`src/bcs_defines.svh`:
```
`ifndef BCS_DEFINES_SVH
`define BCS_DEFINES_SVH
// Clock and derived timing.
`define BCS_CLK_HZ 64'd100000000
`define BCS_TICK_MS 64'd1
`define BCS_TICK_CYCLES (`BCS_CLK_HZ * `BCS_TICK_MS / 64'd1000)
`define BCS_TRICKLE_TIMEOUT_S 64'd1800
`define BCS_TRICKLE_TICKS (`BCS_TRICKLE_TIMEOUT_S * 64'd1000 / `BCS_TICK_MS)
`define BCS_SAFETY_TIMEOUT_S 64'd14400
`define BCS_SAFETY_TICKS (`BCS_SAFETY_TIMEOUT_S * 64'd1000 / `BCS_TICK_MS)
`define BCS_RECHG_FILT_US 64'd1300
`define BCS_RECHG_FILT_CYCLES (`BCS_CLK_HZ * `BCS_RECHG_FILT_US / 64'd1000000 + 64'd1)
`define BCS_CARRIER_HZ 64'd35000
`define BCS_CARRIER_CYCLES (`BCS_CLK_HZ / `BCS_CARRIER_HZ)
`define BCS_NTC_BLINK_MHZ 64'd1500
`define BCS_BAD_BLINK_MHZ 64'd6100
`define BCS_NTC_HALF_CYCLES (`BCS_CLK_HZ * 64'd1000 / (64'd2 * `BCS_NTC_BLINK_MHZ))
`define BCS_BAD_HALF_CYCLES (`BCS_CLK_HZ * 64'd1000 / (64'd2 * `BCS_BAD_BLINK_MHZ))
// Duty cycles in sixteenths of the carrier period.
`define BCS_NTC_DUTY_LO 32'h0000_0001
`define BCS_NTC_DUTY_HI 32'h0000_000F
`define BCS_BAD_DUTY_LO 32'h0000_0002
`define BCS_BAD_DUTY_HI 32'h0000_000E
// Register offsets and fields.
`define BCS_REG_CTRL 12'h000
`define BCS_REG_STATUS 12'h004
`define BCS_REG_TIMER 12'h008
`define BCS_CTRL_ENABLE 0
`define BCS_CTRL_RESTART 1
`define BCS_CTRL_RST 1'b1
`define BCS_RESP_OKAY 2'h0
`define BCS_RESP_SLVERR 2'h2
// Synchronised input bit positions.
`define BCS_IN_TRKL 0
`define BCS_IN_FLOAT 1
`define BCS_IN_RECHG 2
`define BCS_IN_TENTH 3
`define BCS_IN_ILIM 4
`define BCS_IN_TEMP 5
`define BCS_IN_RISE 6
`define BCS_IN_BATRISE 7
`define BCS_IN_FALL 8
`define BCS_IN_BATFALL 9
`define BCS_IN_SUSP 10
`define BCS_IN_EN 11
`define BCS_IN_PIN 12
`define BCS_IN_COUNT 13
`endif

```
`src/bcs_pkg.sv`:
```
package bcs_pkg;
  `include "bcs_defines.svh"
  typedef enum logic [5:0] {
    ST_IDLE = 6'b000001, ST_TRICKLE = 6'b000010, ST_CC = 6'b000100,
    ST_CV = 6'b001000, ST_DONE = 6'b010000, ST_BAD = 6'b100000
  } bcs_state_e;
  typedef enum logic [1:0] {
    CMD_OFF = 2'h0, CMD_TRICKLE = 2'h1, CMD_FULL = 2'h2
  } bcs_cmd_e;
  typedef struct packed {
    logic [`BCS_IN_COUNT-1:0] sync1;
    logic [`BCS_IN_COUNT-1:0] sync2;
    bcs_state_e state;
    logic [31:0] tickCnt;
    logic [31:0] trickleCnt;
    logic [31:0] safetyCnt;
    logic [31:0] filtCnt;
    logic [31:0] carrierCnt;
    logic [31:0] blinkCnt;
    logic blinkPhase;
    logic uvloOk;
    logic okLive;
    logic doneInd;
    logic ctrlEnable;
    logic softRestart;
    bcs_cmd_e cmd;
    logic switcherEn;
    logic suspendLdoEn;
    logic statusOut;
    logic statusOe;
    logic awHave;
    logic [11:0] awAddr;
    logic wHave;
    logic [31:0] wData;
    logic [3:0] wStrb;
    logic awready;
    logic wready;
    logic bvalid;
    logic [1:0] bresp;
    logic arready;
    logic rvalid;
    logic [31:0] rdata;
    logic [1:0] rresp;
  } bcs_regs_s;
endpackage : bcs_pkg

```
`src/bcs_charger.sv`:
```
`timescale 1ns/1ns
`include "bcs_defines.svh"
module bcs_charger #(
  parameter int unsigned TICK_CYCLES = int'(`BCS_TICK_CYCLES),
  parameter int unsigned TRICKLE_TICKS = int'(`BCS_TRICKLE_TICKS),
  parameter int unsigned SAFETY_TICKS = int'(`BCS_SAFETY_TICKS),
  parameter int unsigned FILT_CYCLES = int'(`BCS_RECHG_FILT_CYCLES),
  parameter int unsigned NTC_HALF = int'(`BCS_NTC_HALF_CYCLES),
  parameter int unsigned BAD_HALF = int'(`BCS_BAD_HALF_CYCLES)
) (
  // Clock and reset.
  input wire logic clk,
  input wire logic nrst,
  // Comparator and pin inputs, asynchronous.
  input wire logic batBelowTrickle,
  input wire logic batAtFloat,
  input wire logic batBelowRecharge,
  input wire logic chargeBelowTenth,
  input wire logic inputCurrentLimit,
  input wire logic tempFault,
  input wire logic inputAboveRising,
  input wire logic inputAboveBatRise,
  input wire logic inputAboveFalling,
  input wire logic inputAboveBatFall,
  input wire logic suspendSelect,
  input wire logic chargerEnablePin,
  // Open-drain charge status pin.
  input wire logic chargeStatusIn,
  output logic chargeStatusOut,
  output logic chargeStatusOe,
  // Regulator and current commands.
  output bcs_pkg::bcs_cmd_e chargeCurrentCmd,
  output logic switcherEnable,
  output logic suspendLdoEnable,
  // AXI4-Lite slave.
  input wire logic [11:0] s_axi_awaddr,
  input wire logic s_axi_awvalid,
  output logic s_axi_awready,
  input wire logic [31:0] s_axi_wdata,
  input wire logic [3:0] s_axi_wstrb,
  input wire logic s_axi_wvalid,
  output logic s_axi_wready,
  output logic [1:0] s_axi_bresp,
  output logic s_axi_bvalid,
  input wire logic s_axi_bready,
  input wire logic [11:0] s_axi_araddr,
  input wire logic s_axi_arvalid,
  output logic s_axi_arready,
  output logic [31:0] s_axi_rdata,
  output logic [1:0] s_axi_rresp,
  output logic s_axi_rvalid,
  input wire logic s_axi_rready
);

  localparam logic [31:0] CARRIER = 32'(`BCS_CARRIER_CYCLES);

  bcs_pkg::bcs_regs_s st;
  bcs_pkg::bcs_regs_s nx;
  logic [`BCS_IN_COUNT-1:0] s;
  logic tick;
  logic ok;
  logic qual;
  logic restart;
  logic faultNtc;
  logic [31:0] half;
  logic [31:0] dutyNum;

  // Phase chosen at the start of a cycle: trickle or full current.
  function automatic bcs_pkg::bcs_state_e startState(input logic low);
    startState = low ? bcs_pkg::ST_TRICKLE : bcs_pkg::ST_CC;
  endfunction : startState

  // Carrier count below which the pin is pulled low.
  function automatic logic [31:0] dutyLimit(input logic [31:0] num);
    dutyLimit = 32'((64'(CARRIER) * 64'(num)) >> 4);
  endfunction : dutyLimit

  assign s = st.sync2;

  // Next-state logic for the whole block.
  always_comb begin
    nx = st;
    nx.sync1 = {chargeStatusIn, chargerEnablePin, suspendSelect, inputAboveBatFall,
                inputAboveFalling, inputAboveBatRise, inputAboveRising, tempFault,
                inputCurrentLimit, chargeBelowTenth, batBelowRecharge, batAtFloat,
                batBelowTrickle};
    nx.sync2 = st.sync1;
    nx.softRestart = 1'b0;
    // One prescaler feeds both long timers, so they share one clock source.
    tick = (st.tickCnt == TICK_CYCLES - 32'h0000_0001);
    nx.tickCnt = tick ? 32'h0000_0000 : st.tickCnt + 32'h0000_0001;
    // Hysteresis comes from using a different pair of comparators per direction.
    if (!st.uvloOk) begin
      nx.uvloOk = s[`BCS_IN_RISE] && s[`BCS_IN_BATRISE];
    end else begin
      nx.uvloOk = s[`BCS_IN_FALL] && s[`BCS_IN_BATFALL];
    end
    ok = s[`BCS_IN_EN] && st.ctrlEnable && st.uvloOk;
    nx.okLive = ok;
    restart = (ok && !st.okLive) || st.softRestart;
    // Recharge filter: a dip shorter than the window never qualifies.
    qual = 1'b0;
    if (!s[`BCS_IN_RECHG]) begin
      nx.filtCnt = 32'h0000_0000;
    end else if (st.filtCnt == FILT_CYCLES - 32'h0000_0001) begin
      qual = 1'b1;
      nx.filtCnt = 32'h0000_0000;
    end else begin
      nx.filtCnt = st.filtCnt + 32'h0000_0001;
    end
    // Charge sequence.
    unique case (st.state)
      bcs_pkg::ST_IDLE: begin
      end
      bcs_pkg::ST_TRICKLE: begin
        if (!s[`BCS_IN_TRKL]) begin
          nx.state = bcs_pkg::ST_CC;
        end else if (tick && !s[`BCS_IN_TEMP]) begin
          if (st.trickleCnt >= TRICKLE_TICKS) begin
            nx.state = bcs_pkg::ST_BAD;
          end else begin
            nx.trickleCnt = st.trickleCnt + 32'h0000_0001;
          end
        end
      end
      bcs_pkg::ST_CC: begin
        if (s[`BCS_IN_FLOAT]) begin
          nx.state = bcs_pkg::ST_CV;
          nx.safetyCnt = 32'h0000_0000;
        end
      end
      bcs_pkg::ST_CV: begin
        if (qual) begin
          nx.safetyCnt = 32'h0000_0000;
        end else if (tick && !s[`BCS_IN_TEMP]) begin
          if (st.safetyCnt >= SAFETY_TICKS - 32'h0000_0001) begin
            nx.state = bcs_pkg::ST_DONE;
          end else begin
            nx.safetyCnt = st.safetyCnt + 32'h0000_0001;
          end
        end
        // Current limit masks the one-tenth flag to avoid a false finish.
        if (s[`BCS_IN_FLOAT] && s[`BCS_IN_TENTH] && !s[`BCS_IN_ILIM]) begin
          nx.doneInd = 1'b1;
        end
      end
      bcs_pkg::ST_DONE: begin
        if (qual) begin
          restart = 1'b1;
        end
      end
      bcs_pkg::ST_BAD: begin
      end
      default: nx.state = bcs_pkg::ST_IDLE;
    endcase
    if (!ok) begin
      nx.state = bcs_pkg::ST_IDLE;
    end else if (restart || st.state == bcs_pkg::ST_IDLE) begin
      nx.state = startState(s[`BCS_IN_TRKL]);
      nx.trickleCnt = 32'h0000_0000;
      nx.safetyCnt = 32'h0000_0000;
      nx.doneInd = 1'b0;
    end
    // Temperature pause zeroes current but leaves the phase intact.
    if (s[`BCS_IN_TEMP]) begin
      nx.cmd = bcs_pkg::CMD_OFF;
    end else if (nx.state == bcs_pkg::ST_TRICKLE) begin
      nx.cmd = bcs_pkg::CMD_TRICKLE;
    end else if (nx.state == bcs_pkg::ST_CC || nx.state == bcs_pkg::ST_CV) begin
      nx.cmd = bcs_pkg::CMD_FULL;
    end else begin
      nx.cmd = bcs_pkg::CMD_OFF;
    end
    // Regulators.
    nx.switcherEn = nx.uvloOk && !s[`BCS_IN_SUSP];
    nx.suspendLdoEn = s[`BCS_IN_SUSP] && !nx.switcherEn;
    // Status carrier and blink phase run free, so the host sees steady timing.
    nx.carrierCnt = (st.carrierCnt == CARRIER - 32'h0000_0001) ? 32'h0000_0000 :
                    st.carrierCnt + 32'h0000_0001;
    faultNtc = s[`BCS_IN_TEMP] && nx.state != bcs_pkg::ST_BAD &&
               nx.state != bcs_pkg::ST_IDLE && nx.state != bcs_pkg::ST_DONE;
    half = faultNtc ? NTC_HALF : BAD_HALF;
    if (st.blinkCnt >= half - 32'h0000_0001) begin
      nx.blinkCnt = 32'h0000_0000;
      nx.blinkPhase = !st.blinkPhase;
    end else begin
      nx.blinkCnt = st.blinkCnt + 32'h0000_0001;
    end
    if (faultNtc) begin
      dutyNum = nx.blinkPhase ? `BCS_NTC_DUTY_HI : `BCS_NTC_DUTY_LO;
    end else begin
      dutyNum = nx.blinkPhase ? `BCS_BAD_DUTY_HI : `BCS_BAD_DUTY_LO;
    end
    if (nx.state == bcs_pkg::ST_BAD || faultNtc) begin
      nx.statusOe = nx.carrierCnt < dutyLimit(dutyNum);
    end else if (nx.state == bcs_pkg::ST_TRICKLE || nx.state == bcs_pkg::ST_CC ||
                 nx.state == bcs_pkg::ST_CV) begin
      nx.statusOe = !nx.doneInd;
    end else begin
      nx.statusOe = 1'b0;
    end
    // Write channel: address and data are taken in either order.
    if (s_axi_awvalid && st.awready) begin
      nx.awHave = 1'b1;
      nx.awAddr = s_axi_awaddr;
    end
    if (s_axi_wvalid && st.wready) begin
      nx.wHave = 1'b1;
      nx.wData = s_axi_wdata;
      nx.wStrb = s_axi_wstrb;
    end
    if (st.bvalid && s_axi_bready) begin
      nx.bvalid = 1'b0;
    end
    if (st.awHave && st.wHave && !st.bvalid) begin
      nx.awHave = 1'b0;
      nx.wHave = 1'b0;
      nx.bvalid = 1'b1;
      nx.bresp = `BCS_RESP_OKAY;
      if (st.awAddr[11:2] == `BCS_REG_CTRL >> 2) begin
        if (st.wStrb[0]) begin
          nx.ctrlEnable = st.wData[`BCS_CTRL_ENABLE];
          nx.softRestart = st.wData[`BCS_CTRL_RESTART];
        end
      end else if (st.awAddr[11:2] != `BCS_REG_STATUS >> 2 &&
                   st.awAddr[11:2] != `BCS_REG_TIMER >> 2) begin
        nx.bresp = `BCS_RESP_SLVERR;
      end
    end
    nx.awready = !nx.awHave && !nx.bvalid;
    nx.wready = !nx.wHave && !nx.bvalid;
    // Read channel: one cycle from address to data.
    if (st.rvalid && s_axi_rready) begin
      nx.rvalid = 1'b0;
    end
    if (s_axi_arvalid && st.arready) begin
      nx.rvalid = 1'b1;
      nx.rresp = `BCS_RESP_OKAY;
      nx.rdata = 32'h0000_0000;
      unique case (s_axi_araddr[11:2])
        `BCS_REG_CTRL >> 2: nx.rdata = {31'h0000_0000, st.ctrlEnable};
        `BCS_REG_STATUS >> 2: nx.rdata = {18'h0_0000, s[`BCS_IN_PIN], s[`BCS_IN_TEMP],
                                          st.doneInd, st.statusOe, st.suspendLdoEn,
                                          st.switcherEn, st.cmd, st.state};
        `BCS_REG_TIMER >> 2: nx.rdata = st.safetyCnt;
        default: nx.rresp = `BCS_RESP_SLVERR;
      endcase
    end
    nx.arready = !nx.rvalid;
  end

  // State register.
  always_ff @(posedge clk) begin
    if (!nrst) begin
      st <= '0;
      st.state <= bcs_pkg::ST_IDLE;
      st.ctrlEnable <= `BCS_CTRL_RST;
    end else begin
      st <= nx;
    end
  end

  // Outputs come straight from the state register.
  assign chargeStatusOut = st.statusOut;
  assign chargeStatusOe = st.statusOe;
  assign chargeCurrentCmd = st.cmd;
  assign switcherEnable = st.switcherEn;
  assign suspendLdoEnable = st.suspendLdoEn;
  assign s_axi_awready = st.awready;
  assign s_axi_wready = st.wready;
  assign s_axi_bvalid = st.bvalid;
  assign s_axi_bresp = st.bresp;
  assign s_axi_arready = st.arready;
  assign s_axi_rvalid = st.rvalid;
  assign s_axi_rdata = st.rdata;
  assign s_axi_rresp = st.rresp;

  // Checks on the sequence and the outputs.
  a_trickle_cmd: assert property (@(posedge clk) disable iff (!nrst)
    (st.state == bcs_pkg::ST_TRICKLE && !s[`BCS_IN_TEMP] && !$past(s[`BCS_IN_TEMP]))
    |-> chargeCurrentCmd == bcs_pkg::CMD_TRICKLE) else $error("trickle cmd wrong");
  a_bad_entry: assert property (@(posedge clk) disable iff (!nrst)
    $rose(st.state == bcs_pkg::ST_BAD) |-> $past(st.state) == bcs_pkg::ST_TRICKLE &&
    $past(st.trickleCnt) >= TRICKLE_TICKS) else $error("bad battery entry wrong");
  a_cc_leave: assert property (@(posedge clk) disable iff (!nrst)
    (st.state == bcs_pkg::ST_TRICKLE && !s[`BCS_IN_TRKL] && ok && !restart)
    |=> st.state == bcs_pkg::ST_CC) else $error("trickle not left");
  a_timer_start: assert property (@(posedge clk) disable iff (!nrst)
    $rose(st.state == bcs_pkg::ST_CV) |-> st.safetyCnt == 32'h0000_0000)
    else $error("safety timer not cleared");
  a_done_off: assert property (@(posedge clk) disable iff (!nrst)
    st.state == bcs_pkg::ST_DONE |-> chargeCurrentCmd == bcs_pkg::CMD_OFF)
    else $error("current after done");
  a_recharge_go: assert property (@(posedge clk) disable iff (!nrst)
    (st.state == bcs_pkg::ST_DONE && qual && ok)
    |=> st.state inside {bcs_pkg::ST_TRICKLE, bcs_pkg::ST_CC}) else $error("no recharge");
  a_timer_clear: assert property (@(posedge clk) disable iff (!nrst)
    (st.state == bcs_pkg::ST_CV && qual) |=> st.safetyCnt == 32'h0000_0000)
    else $error("timer not cleared");
  a_filter_len: assert property (@(posedge clk) disable iff (!nrst)
    qual |-> st.filtCnt == FILT_CYCLES - 32'h0000_0001 && s[`BCS_IN_RECHG])
    else $error("filter too short");
  a_uvlo_rise: assert property (@(posedge clk) disable iff (!nrst)
    $rose(st.uvloOk) |-> $past(s[`BCS_IN_RISE] && s[`BCS_IN_BATRISE]))
    else $error("switcher enabled early");
  a_suspend_excl: assert property (@(posedge clk) disable iff (!nrst)
    !(switcherEnable && suspendLdoEnable)) else $error("both regulators on");
  a_temp_freeze: assert property (@(posedge clk) disable iff (!nrst)
    (st.state == bcs_pkg::ST_CV && s[`BCS_IN_TEMP] && nx.state == bcs_pkg::ST_CV)
    |=> st.safetyCnt <= $past(st.safetyCnt)) else $error("timer ran in fault");
  // The pin is low in trickle and constant current and released in CV once done, outside a temperature pause.
  a_charge_low: assert property (@(posedge clk) disable iff (!nrst)
    (st.state inside {bcs_pkg::ST_TRICKLE, bcs_pkg::ST_CC} && !$past(s[`BCS_IN_TEMP]))
    |-> chargeStatusOe) else $error("status pin not low while charging");
  a_pin_release: assert property (@(posedge clk) disable iff (!nrst)
    (st.state == bcs_pkg::ST_CV && st.doneInd && !$past(s[`BCS_IN_TEMP]))
    |-> !chargeStatusOe) else $error("status pin not released");

endmodule : bcs_charger

```
`config.mk`:
```
export PLATFORM = sky130hd
export DESIGN_NAME = bcs_charger
export DESIGN_NICKNAME = d
export VERILOG_FILES = /design/src/bcs_pkg.sv /design/src/bcs_charger.sv
export VERILOG_INCLUDE_DIRS = /design/src
export SDC_FILE = /design/constraint.sdc
export NUM_CORES = 1
export LEC_CHECK = 0
export BUFFER_PORTS_ARGS = -buffer_cell sky130_fd_sc_hd__buf_2
export CELL_PAD_IN_SITES_DETAIL_PLACEMENT = 0
export CELL_PAD_IN_SITES_GLOBAL_PLACEMENT = 1
export CORE_MARGIN = 2
export CORE_UTILIZATION = 35
export DETAILED_ROUTE_END_ITERATION = 7
export GPL_ROUTABILITY_DRIVEN = 0
export PLACE_DENSITY = 0.63
export REMOVE_ABC_BUFFERS = 1
export SLEW_MARGIN = 40
export SYNTH_ARGS = -nofsm -noshare
export SYNTH_HDL_FRONTEND = slang
export SYNTH_SLANG_ARGS = --single-unit
```
`constraint.sdc`:
```
create_clock -name clk -period 13.8 [get_ports clk]
set_clock_uncertainty 0.2 [all_clocks]
set_input_delay 0.69 -clock clk [delete_from_list [all_inputs] [get_ports clk]]
set_output_delay 0.69 -clock clk [all_outputs]
set_load 0.02 [all_outputs]
```
# == Word-level counts from Yosys, hierarchy flattened ==
# Cells that the tools add are included.
# word_totals
ff_bits,326
input_bits,80
output_inout_bits,47
# classes
add_sub_neg,7
n_mul,1
magnitude_cmp,4
n_eq_ne,20
mux,53
n_bitwise,2
n_reduce_logical,52
# ops
operator,n
2-to-1 mux 32 bit,9
adder 32 x 1 -> 32 bit (second input constant),6
2-to-1 mux 64 bit,2
one-hot mux 32 bit (3 select lines),1
== test 32 x 17 -> 1 bit (second input constant),2
one-hot mux 32 bit (2 select lines),1
2-to-1 mux 6 bit,9
2-to-1 mux 37 bit,1
multiplier 12 x 32 -> 36 bit (first input constant),1
2-to-1 mux 35 bit,1
== test 32 x 12 -> 1 bit (second input constant),1
>= comparator 32 x 21 -> 1 bit (second input constant),1
>= comparator 32 x 24 -> 1 bit (second input constant),1
>= comparator 32 bit,1
less-than comparator 32 bit,1
subtractor 25 x 1 -> 26 bit (second input constant),1
2-to-1 mux 25 bit,1
one-hot mux 6 bit (4 select lines),1
logical AND 1 bit,23
logical NOT 10 bit,2
2-to-1 mux 1 bit,17
2-to-1 mux 13 bit,1
== test 6 x 2 -> 1 bit (second input constant),2
== test 6 x 3 -> 1 bit (second input constant),2
21 further kinds,51

# == Logic depth before layout (Yosys ltp) ==
# Gate-level depths: netlist of the first run.
# logic_depth
depth_word,22
mapped_depth,33
mapped_depth_nobuf,33

# == Least setup slack after synthesis of the first run ==
# No wires, ideal clock.
# synth_timing
path_kind,register to register
startpoint,register st[167] (netlist bit)
endpoint,register st (netlist bit chargeStatusOe)
setup_time_ns,0.059
t_arrival_ns,6.219
required_ns,13.541
path_slack_ns,7.321
stages_incl_launch_ff,33
path_buffers,0
period_less_slack_ns,6.479
path_cell_list,dfxtp_1 -> inv_1 -> ha_1 -> nor4b_1 -> and4_1 -> a311oi_1 -> o211ai_2 -> a221oi_2 -> or3_4 -> inv_1 -> ha_1 -> nand2_1 -> a31oi_1 -> o21a_1 -> o31ai_1 -> a31oi_1 -> o41ai_1 -> nor2_1 -> inv_1 -> ha_1 -> inv_1 -> nor3_1 -> inv_1 -> ha_1 -> nand2_1 -> nor3_1 -> a211oi_1 -> ha_1 -> a21oi_1 -> and3_1 -> nand4_1 -> nor4_1 -> a41o_1
# synth_between
elab_chain_len,21
word_cells_on_any_way,37
cone_classes,add/sub (1); mul (1); order compare (2); eq/ne (8); mux (17); reduce/logical (8)
# synth_rtl
item,line,rtl
start: declaration,bcs_charger.sv:57,bcs_pkg::bcs_regs_s st;
start signal: assignment,bcs_charger.sv:259,st <= nx;
== test 32 x 17 -> 1 bit *,bcs_charger.sv:105,end else if (st.filtCnt == FILT_CYCLES - 32'h0000_0001) begin
2-to-1 mux 1 bit *,bcs_charger.sv:105,
2-to-1 mux 1 bit *,bcs_charger.sv:103,if (!s[`BCS_IN_RECHG]) begin
branches (longest 3 deep; another with 2-to-1 mux 6 bit),--,
2-to-1 mux 6 bit *,bcs_charger.sv:158,end else if (restart || st.state == bcs_pkg::ST_IDLE) begin
2-to-1 mux 6 bit *,bcs_charger.sv:156,if (!ok) begin
inequality test 6 bit,bcs_charger.sv:180,faultNtc = s[`BCS_IN_TEMP] && nx.state != bcs_pkg::ST_BAD &&
logical AND 1 bit (2 in series),bcs_charger.sv:180,
[3 not listed],--,
>= comparator 32 bit,bcs_charger.sv:183,if (st.blinkCnt >= half - 32'h0000_0001) begin
2-to-1 mux 1 bit,bcs_charger.sv:183,
2-to-1 mux 4 bit (no source line),--,
2-to-1 mux 4 bit *,bcs_charger.sv:189,if (faultNtc) begin
named net dutyNum[2],bcs_charger.sv:66,logic [31:0] dutyNum;
multiplier 12 x 32 -> 36 bit *,bcs_charger.sv:75,dutyLimit = 32'((64'(CARRIER) * 64'(num)) >> 4);
less-than comparator 32 bit *,bcs_charger.sv:195,nx.statusOe = nx.carrierCnt < dutyLimit(dutyNum);
2-to-1 mux 1 bit *,bcs_charger.sv:194,if (nx.state == bcs_pkg::ST_BAD || faultNtc) begin
# Mark *: on every way through the listed nets, which the timed path passes.
# A chain may end at the register's enable or synchronous reset.

# == Worst setup path in the final report of the first run ==
# layout_timing
startpoint,register st[263] (netlist bit)
endpoint,register st (netlist bit chargeStatusOe)
# layout_between
elab_chain_len,20
word_cells_on_any_way,33
cone_classes,add/sub (1); mul (1); order compare (2); eq/ne (8); mux (14); reduce/logical (7)
# layout_rtl
item,line,rtl
== test 32 x 17 -> 1 bit *,bcs_charger.sv:90,tick = (st.tickCnt == TICK_CYCLES - 32'h0000_0001);
logical AND 1 bit *,"bcs_charger.sv:118, bcs_charger.sv:135",
2-to-1 mux 6 bit (on tied branches),"bcs_charger.sv:135, bcs_charger.sv:118",
2-to-1 mux 6 bit (on tied branches),"bcs_charger.sv:133, bcs_charger.sv:116",
one-hot mux 6 bit (4 select lines) *,bcs_charger.sv:112,unique case (st.state)
2-to-1 mux 6 bit *,bcs_charger.sv:158,
2-to-1 mux 6 bit *,bcs_charger.sv:156,
inequality test 6 bit,bcs_charger.sv:180,
[5 not listed],--,
>= comparator 32 bit,bcs_charger.sv:183,
2-to-1 mux 1 bit,bcs_charger.sv:183,
2-to-1 mux 4 bit (no source line),--,
2-to-1 mux 4 bit *,bcs_charger.sv:189,
named net dutyNum[2],bcs_charger.sv:66,
multiplier 12 x 32 -> 36 bit *,bcs_charger.sv:75,
less-than comparator 32 bit *,bcs_charger.sv:195,
2-to-1 mux 1 bit *,bcs_charger.sv:194,
# The timed path passes the listed nets; every way through them passes the cells marked *.

==> results of run 1 <==
==> power by group <==
part           switching (W)  internal (W)  leakage (nW)
Clock               0.000349      0.000564         0.579
Combinational      0.0000326     0.0000173          2.59
Sequential        0.00000649      0.000845          2.34
Total               0.000388       0.00143          5.51
==> worst paths after layout <==
check | start | end | slack, ns | depth (start not counted)
worst min-delay path | suspendSelect | nx[311] | 0.18 | 2
worst max register to register | st[263] | chargeStatusOe | 5.93 | 31
worst min register to register | s[10] | switcherEnable | 0.20 | 1
worst max-delay path | st[263] | chargeStatusOe | 5.93 | 31
==> final cells by class <==
cell class,count,area [um^2],area share
multi-input cells,1151,6910,0.455
clock buffers,52,1050,0.0694
repair buffers,99,528,0.0348
inverters,41,154,0.0101
well taps,511,639,0.0421
clock inverters,11,105,0.00693
flip-flops and latches,289,5790,0.381
==> metrics by stage <==
step                      instance area, um^2  std cells
final                                   15200       2154
after global routing                    15200       2154
after global placement                  14000       2091
after detailed placement                14000       2091
after floorplan                         12800       1481
after CTS                               15200       2154
==> state kept, by name, indices dropped and copies added, names as in the netlist, 2 cells and up <==
name	cells
s_axi_rdata	32
nx	13
s	13
chargeCurrentCmd	2
st	219
==> critical path, delay by kind of cell (launching register included) <==
kind	cells	cell delay, ns
AO/OA/AOI/OAI	9	2.55
adder cells (fa/ha/maj)	5	1.28
buffers and inverters	4	0.47
flip-flops	1	0.37
AND/OR/NAND/NOR	13	2.93
==> cell families (layout without fill, tap and decap cells) <==
family                     count (synthesis)  count (layout)  synth area share
DFF                                      289             289             0.436
buffers and inverters                    137             203            0.0497
and+or+nand+nor                          744             744             0.283
other                                      2              10          0.000566
muxes                                      7               7           0.00537
adders and majority gates                 37              37            0.0349
xor gates and xnor gates                 130             130            0.0857
AOI/OAI and AO/OA                        223             223             0.105
==> layer usage <==
metal / up-vias / global-route usage / wire length [um]
met5: - / 0 / 0
met4: 0 / 0.0478 / 712
met3: 48 / 0.0285 / 1000
met2: 122 / 0.264 / 14300
met1: 4976 / 0.218 / 15300
li1: 5528 / - / -
==> placed cells by master (no fill, tap or decap), types with 10 or more instances in the layout <==
master,Yosys,routed
a21oi_1,88,87
a22oi_1,14,14
a311oi_1,12,11
a31oi_1,18,18
and2_1,70,70
and3_1,34,34
buf_2,0,86
buf_4,39,13
clkbuf_16,0,37
conb_1,2,10
dfxtp_1,289,289
ha_1,37,37
inv_1,40,40
nand2_1,139,139
nand3_1,92,92
nand4_1,35,35
nor2_1,219,219
nor3_1,39,38
nor4_1,38,36
o21ai_0,42,42
or3_1,11,11
xnor2_1,54,54
xor2_1,76,76
==> metrics.md, run 1 <==
| Metric | Value |
|---|---|
| Pleak | `5.51 nW` |
| Period Utilization, post-route | `0.570` |
| CP endpoint kind | `flop` |
| Clock transition at path regs | `roughly 0.060 ns` |
| Final worst path period need | `7.87 ns` |
| Worst slack, placed | `around 6.0 ns` |
| Initial antenna violation count | `0` |
| Fmax | `127 MHz` |
| Synth Warn # | `0` |
| Area Overhead vs Synth | `14.3%` |
| Syn avg cell area | `approximately 8.5 um^2` |
| Crit Path Class | `reg2reg` |
| All-Layer GR Usage | `0.162` |
| Slew Viols, Final | `0` |
| Max FO, Critical Path | `11` |
| TNS Setup | `0 ns` |
| CTS Buf Count | `35` |
| Relative max-transition margin | `0.460` |
| Initial DRC Count | `560` |
| Fillers | `3927` |
| Clock sink count | `289` |
| Layout cell share with drive strength beyond 1 | `0.114` |
| Post-CTS sizing | `0` |
| ANT nets after route | `0` |
| Clk_lat worst skew | `0.52 ns` |
| Synth async-reset ratio | `0` |
| Cell area power density | `between 100 and 150 mW/mm^2` |
| Via/cell ratio | `slightly below 5` |
| Vias in the first global route | `roughly 10000` |
| DRC | `0` |
| DR pass1 iterations | `5` |
| Post-Synthesis Cell Area | `roughly 0.013 mm^2` |
| Synth area leaders | `dfxtp_1 44%, nor2_1 6.2%, xor2_1 5.0%` |
| CP max stage cell | `nor4_2` |
| Row cnt | `71` |
| Sequential element share of the synthesized area | `0.436` |
| Final setup viols | `0` |
| Number of setup buffers added after CTS | `0` |
| Commonest cells post-synth | `289 x dfxtp_1, 219 x nor2_1, 139 x nand2_1` |
| CTS root buf | `clkbuf_16` |
| #FFs+latches synth | `~290` |
| Final Net Count | `around 1700` |
| WL per Instance | `around 15 um` |
| IO Pins | `around 130` |
| Antenna Cells | `0` |
| Max_cap viols | `0` |
| Die height | `approximately 200 um` |
| H-tree levels | `2` |
| Arrival @ worst endpoint | `a little over 8 ns` |
| Worst VDD drop | `approximately 86 uV` |
| DP HPWL | `~21 mm` |
| Startpoint types | `flop` |
| Core ar. | `approximately 0.037 mm^2` |
| RSZ-0062 raised after global routing | `no` |
| Clock Tree Buf Depth | `3` |
| Status | `complete, no violations` |
| Yosys top cell area share | `0.436` |
| Final core occ | `0.405` |
| Die W | `about 200 um` |
| Port Buffers | `86` |
| First-pass GRT wire length | `approximately 52 mm` |
| GRT overflow | `0` |
| Pin count of the biggest net entering global routing | `between 60 and 70` |
| Vias | `10700` |
| Overall power | `between 0.0015 and 0.002 W` |
| Total wire length | `31.3 mm` |
| Starting Density | `0.354` |
| Most frequent cell after synthesis | `dfxtp_1` |
| Worst min-delay path category | `in2reg` |
| Post-Synthesis Cells | `between 1500 and 2000` |
| Die area | `just under 0.04 mm^2` |
| Crit path required time | `approximately 14 ns` |
| Synth cell types | `76` |
| Hold Slack | `0.180 ns` |
| CP max stage delay | `approximately 0.73 ns` |
| Setup ws final | `roughly 5.9 ns` |
| Top_reg_cell synth | `dfxtp_1` |
| Worst slew pin tran | `roughly 0.8 ns` |
| CTS tree | `yes` |
| Yosys top cell by area | `dfxtp_1` |
| Crit-path most repeated cell | `ha_1` |
| EDFF count, synth | `0` |
| Hold Violations, Final | `0` |
| Hold buffers post-CTS | `0` |
No activity file was read; power rests on OpenSTA's default activity.
==> inputs of run 2 (changes only) <==
--- a/config.mk
+++ b/config.mk
@@ -13,7 +13,7 @@
 export CORE_UTILIZATION = 35
 export DETAILED_ROUTE_END_ITERATION = 7
 export GPL_ROUTABILITY_DRIVEN = 0
-export PLACE_DENSITY = 0.63
+export PLACE_DENSITY = 0.65
 export REMOVE_ABC_BUFFERS = 1
 export SLEW_MARGIN = 40
 export SYNTH_ARGS = -nofsm -noshare
==> constraint.sdc (replaced) <==
create_clock -name clk -period 6.9 [get_ports clk]
set_clock_uncertainty 0.2 [all_clocks]
set_input_delay 0.345 -clock clk [delete_from_list [all_inputs] [get_ports clk]]
set_output_delay 0.345 -clock clk [all_outputs]
set_load 0.02 [all_outputs]
==> metrics.md, run 2 (synthesized netlist as in run 1, its figures left out) <==
| Metric | Value |
|---|---|
| DRC | `0` |
| Crit-path most repeated cell | `ha_1` |
| Antenna Cells | `0` |
| Max_cap viols | `0` |
| Relative max-transition margin | `0.484` |
| Area Overhead vs Synth | `17.5%` |
| RSZ-0062 raised after global routing | `no` |
| Clk_lat worst skew | `roughly 0.51 ns` |
| Startpoint types | `flop` |
| Max FO, Critical Path | `6` |
| Worst VDD drop | `135 uV` |
| Initial DRC Count | `about 460` |
| Clock Tree Buf Depth | `3` |
| CP max stage delay | `between 0.5 and 0.6 ns` |
| Cell area power density | `roughly 230 mW/mm^2` |
| Die area | `approximately 0.04 mm^2` |
| Period Utilization, post-route | `0.949` |
| Final setup viols | `0` |
| IO Pins | `about 130` |
| Final core occ | `0.416` |
| TNS Setup | `0 ns` |
| Most common cell after layout, fill and taps aside | `dfxtp_1` |
| Layout cell share with drive strength beyond 1 | `0.122` |
| Die height | `~200 um` |
| Vias in the first global route | `10300` |
| Port Buffers | `86` |
| Final Net Count | `around 1800` |
| All-Layer GR Usage | `0.159` |
| Largest register FFs | `between 200 and 250` |
| CTS Buf Count | `35` |
| Row cnt | `71` |
| Status | `complete, no violations` |
| Die W | `199 um` |
| Crit path required time | `slightly above 7 ns` |
| Initial antenna violation count | `0` |
| Via/cell ratio | `4.94` |
| Overall power | `0.00355 W` |
| Hold Violations, Final | `0` |
| Fmax | `around 150 MHz` |
| Pin count of the biggest net entering global routing | `63` |
| Slew Viols, Final | `0` |
| DP HPWL | `around 21 mm` |
| CTS root buf | `clkbuf_16` |
| Register area | `approximately 0.0058 mm^2` |
| Clock sink count | `about 290` |
| Arrival @ worst endpoint | `6.81 ns` |
| Clock transition at path regs | `0.06 ns` |
| Total wire length | `31.2 mm` |
| Vias | `~11000` |
| ANT nets after route | `0` |
| Starting Density | `0.354` |
| Worst slack, placed | `-0.0213 ns` |
| Fillers | `about 3800` |
| Area occupied by multi-input gates | `between 0.006 and 0.007 mm^2` |
| Core ar. | `0.0375 mm^2` |
| Worst min-delay path category | `in2reg` |
| Top reg by flops | `st` |
| Worst slew pin tran | `between 0.7 and 0.8 ns` |
| DR pass1 iterations | `4` |
| CP max stage cell | `or4_4` |
| H-tree levels | `2` |
| GRT overflow | `0` |
| WL per Instance | `roughly 14 um` |
| CP endpoint kind | `flop` |
| Most frequent cells in the layout | `288 x dfxtp_1, 218 x nor2_1, 139 x nand2_1` |
| Pleak | `around 5.7 nW` |
| Final worst path period need | `6.55 ns` |
| Crit Path Class | `reg2reg` |
| First-pass GRT wire length | `51.7 mm` |
| Setup ws final | `0.349 ns` |
| CTS tree | `yes` |
## run 2: cell count changes in the layout (fill, tap and decap cells not counted), moves of 2 or more
cell           before  now
dlygate4sd3_1       0   35
buf_4              13   28
clkinv_2            9    3
bufinv_16           2    0
clkinvlp_4          0    2
## run 2: power breakdown
group          leakage [nW]  internal (W)  switching (W)  total [W]
logic                  2.81     0.0000487      0.0000682   0.000117
registers              2.34       0.00169      0.0000128    0.00170
clock network         0.532       0.00105       0.000682    0.00173
total                  5.68       0.00279       0.000763    0.00355
## run 2: worst paths after layout
| kind | start | to | slack (ns) | depth (start not counted) |
|---|---|---|---|---|
| hold / removal | s_axi_araddr[2] | s_axi_rdata[0] | 0.15 | 5 |
| setup / recovery | st[185] | chargeStatusOe | 0.35 | 31 |
| setup reg to reg | st[185] | chargeStatusOe | 0.35 | 31 |
| hold reg to reg | s[10] | switcherEnable | 0.21 | 1 |
## run 2: layout make-up
class / instances / area share
multi-input cells: 1151 / 0.445
well taps: 511 / 0.0410
inverters: 41 / 0.0101
clock buffers: 52 / 0.0674
repair buffers: 149 / 0.0635
flip-flops and latches: 289 / 0.371
clock inverters: 5 / 0.00200
## run 2: repair_timing
item                                    CTS  global route
cloned                                    0             0
endpoints found under the hold margin    32             0
hold buffers                             35             0
endpoints found under the setup margin    1             1
resized for setup                         2             8
buffers inserted                          0             2
pin swaps                                 0             5
## run 2: per-layer routing
metal	routed length, um	up-vias	GRT usage
met4	533	0	0.0434
met5	0	-	0
met3	939	40	0.0253
met1	15300	5090	0.215
met2	14500	110	0.263
li1	-	5612	-
## run 2: critical path, delay by kind of cell, from the launching register on
kind            cells  cell delay (ns)
simple gates       12             2.72
fa+ha+maj           4             0.85
flops               1             0.36
compound gates     10             1.78
buf+inv             5             0.60
## run 2: stage by stage
| stage | hold slack [ns] | instances | instance area [um^2] |
|---|---|---|---|
| after global placement | 0.192 | 2104 | 14100 |
| final | 0.151 | 2198 | 15600 |
| after CTS | 0.123 | 2196 | 15500 |
| after detailed placement | 0.203 | 2104 | 14100 |
| after floorplan | 0.184 | 1481 | 12800 |
| after global routing | 0.175 | 2198 | 15600 |
==> inputs of run 3 (changes only) <==
--- a/config.mk
+++ b/config.mk
@@ -13,7 +13,8 @@
 export CORE_UTILIZATION = 35
 export DETAILED_ROUTE_END_ITERATION = 7
 export GPL_ROUTABILITY_DRIVEN = 0
-export PLACE_DENSITY = 0.65
+export GPL_TIMING_DRIVEN = 0
+export PLACE_DENSITY = 0.7
 export REMOVE_ABC_BUFFERS = 1
 export SLEW_MARGIN = 40
 export SYNTH_ARGS = -nofsm -noshare
==> metrics.md, run 3 (synthesized netlist as in run 1, its figures left out) <==
| Metric | Value |
|---|---|
| Status | `complete, no violations` |
| Period Utilization, post-route | `0.935` |
| All-Layer GR Usage | `0.157` |
| Via/cell ratio | `~5` |
| Startpoint types | `flop` |
| Row cnt | `71` |
| Core ar. | `around 0.037 mm^2` |
| Clock transition at path regs | `0.06 ns` |
| Max_cap viols | `0` |
| CP endpoint kind | `flop` |
| Die area | `about 0.04 mm^2` |
| Worst slack, placed | `-0.951 ns` |
| Worst VDD drop | `slightly above 200 uV` |
| Placed Area | `between 0.01 and 0.015 mm^2` |
| Die W | `just under 200 um` |
| Final Net Count | `1787` |
| Layout cell share with drive strength beyond 1 | `0.133` |
| Clock sink count | `289` |
| IO Pins | `127` |
| Total wire length | `roughly 31 mm` |
| Vias in the first global route | `about 10000` |
| Area Overhead vs Synth | `19.2%` |
| Final worst path period need | `6.45 ns` |
| Fmax | `between 150 and 200 MHz` |
| Vias | `between 10000 and 15000` |
| DP HPWL | `between 20 and 25 mm` |
| Fillers | `between 3000 and 4000` |
| Slew Viols, Final | `0` |
| H-tree levels | `2` |
| CTS Buf Count | `35` |
| Relative max-transition margin | `0.486` |
| Largest register FFs | `~220` |
| ANT nets after route | `0` |
| Max FO, Critical Path | `10` |
| Arrival @ worst endpoint | `around 6.7 ns` |
| GRT overflow | `0` |
| Cell area power density | `between 200 and 250 mW/mm^2` |
| Worst slew pin tran | `0.764 ns` |
| Top reg by flops | `st` |
| CTS root buf | `clkbuf_16` |
| Most common cell after layout, fill and taps aside | `dfxtp_1` |
| First-pass GRT wire length | `about 51 mm` |
| TNS Setup | `0 ns` |
| Antenna Cells | `0` |
| Initial DRC Count | `roughly 580` |
| Setup ws final | `between 0.4 and 0.5 ns` |
| Final setup viols | `0` |
| CP max stage cell | `or4_4` |
| Crit path required time | `approximately 7.1 ns` |
| Starting Density | `0.354` |
| Clk_lat worst skew | `between 0.5 and 0.6 ns` |
| Pin count of the biggest net entering global routing | `64` |
| Register area | `slightly below 0.006 mm^2` |
| CTS tree | `yes` |
| Clock Tree Buf Depth | `3` |
| Worst min-delay path category | `in2reg` |
| Port Buffers | `86` |
| Initial antenna violation count | `0` |
| WL per Instance | `between 10 and 15 um` |
| DR pass1 iterations | `7` |
| CP max stage delay | `0.56 ns` |
| Die height | `199 um` |
| DRC | `0` |
| Crit Path Class | `reg2reg` |
| Pleak | `between 5 and 6 nW` |
| Fin area | `0.0158 mm^2` |
| Most frequent cells in the layout | `286 x dfxtp_1, 218 x nor2_1, 137 x nand2_1` |
| Hold Violations, Final | `0` |
| Area occupied by multi-input gates | `just over 0.007 mm^2` |
## run 3: where the power goes
group | switching [W] | internal (W) | total (W)
clock network | 0.000697 | 0.00110 | 0.00180
logic | 0.0000684 | 0.0000500 | 0.000118
registers | 0.0000141 | 0.00169 | 0.00170
total | 0.000780 | 0.00284 | 0.00362
## run 3: worst paths after layout
path | startpoint | to | slack (ns) | depth (start not counted)
worst max register to register | st[185] | chargeStatusOe | 0.45 | 31
worst min register to register | s[10] | switcherEnable | 0.21 | 1
worst max-delay path | st[185] | chargeStatusOe | 0.45 | 31
worst min-delay path | nrst | st[98] | 0.11 | 2
## run 3: final cells by class
type | instances | share of cell area
flip-flops and latches | 289 | 0.366
repair buffers | 152 | 0.0654
multi-input cells | 1151 | 0.448
well taps | 511 | 0.0404
inverters | 41 | 0.0101
clock inverters | 13 | 0.00956
clock buffers | 47 | 0.0613
## run 3: metal layers
metal  track usage  share of wire  up-vias
li1              -              -     5622
met3        0.0248          0.029       35
met1         0.212           0.48     5127
met5             0              0        -
met2         0.261           0.47      132
met4        0.0362          0.015        0
## run 3: through the flow
| stage | cells | hold WS (ns) | util | total power (W) |
|---|---|---|---|---|
| final | 2204 | 0.107 | 0.422 | 0.00362 |
| after global routing | 2204 | 0.114 | 0.422 | 0.00376 |
| after CTS | 2202 | 0.0716 | 0.420 | 0.00368 |
| after detailed placement | 2092 | 0.197 | 0.376 | 0.00184 |
| after global placement | 2078 | 0.194 | 0.370 | 0.00183 |
| after floorplan | 1481 | 0.184 | - | 0.00179 |
## run 3: repair_timing
action | in CTS | in global routing
hold buffers | 32 | 0
pin swaps | 11 | 7
gates cloned | 0 | 0
hold endpoints to repair | 30 | 0
setup buffers | 18 | 2
endpoints found under the setup margin | 1 | 1
gates resized for setup | 10 | 14
## run 3: critical path: cells and delay by family (launching register included)
family,cells,cell delay (ns)
simple gates,15,3.00
compound gates,6,1.11
fa+ha+maj,4,0.94
buf+inv,6,0.70
flops,1,0.36
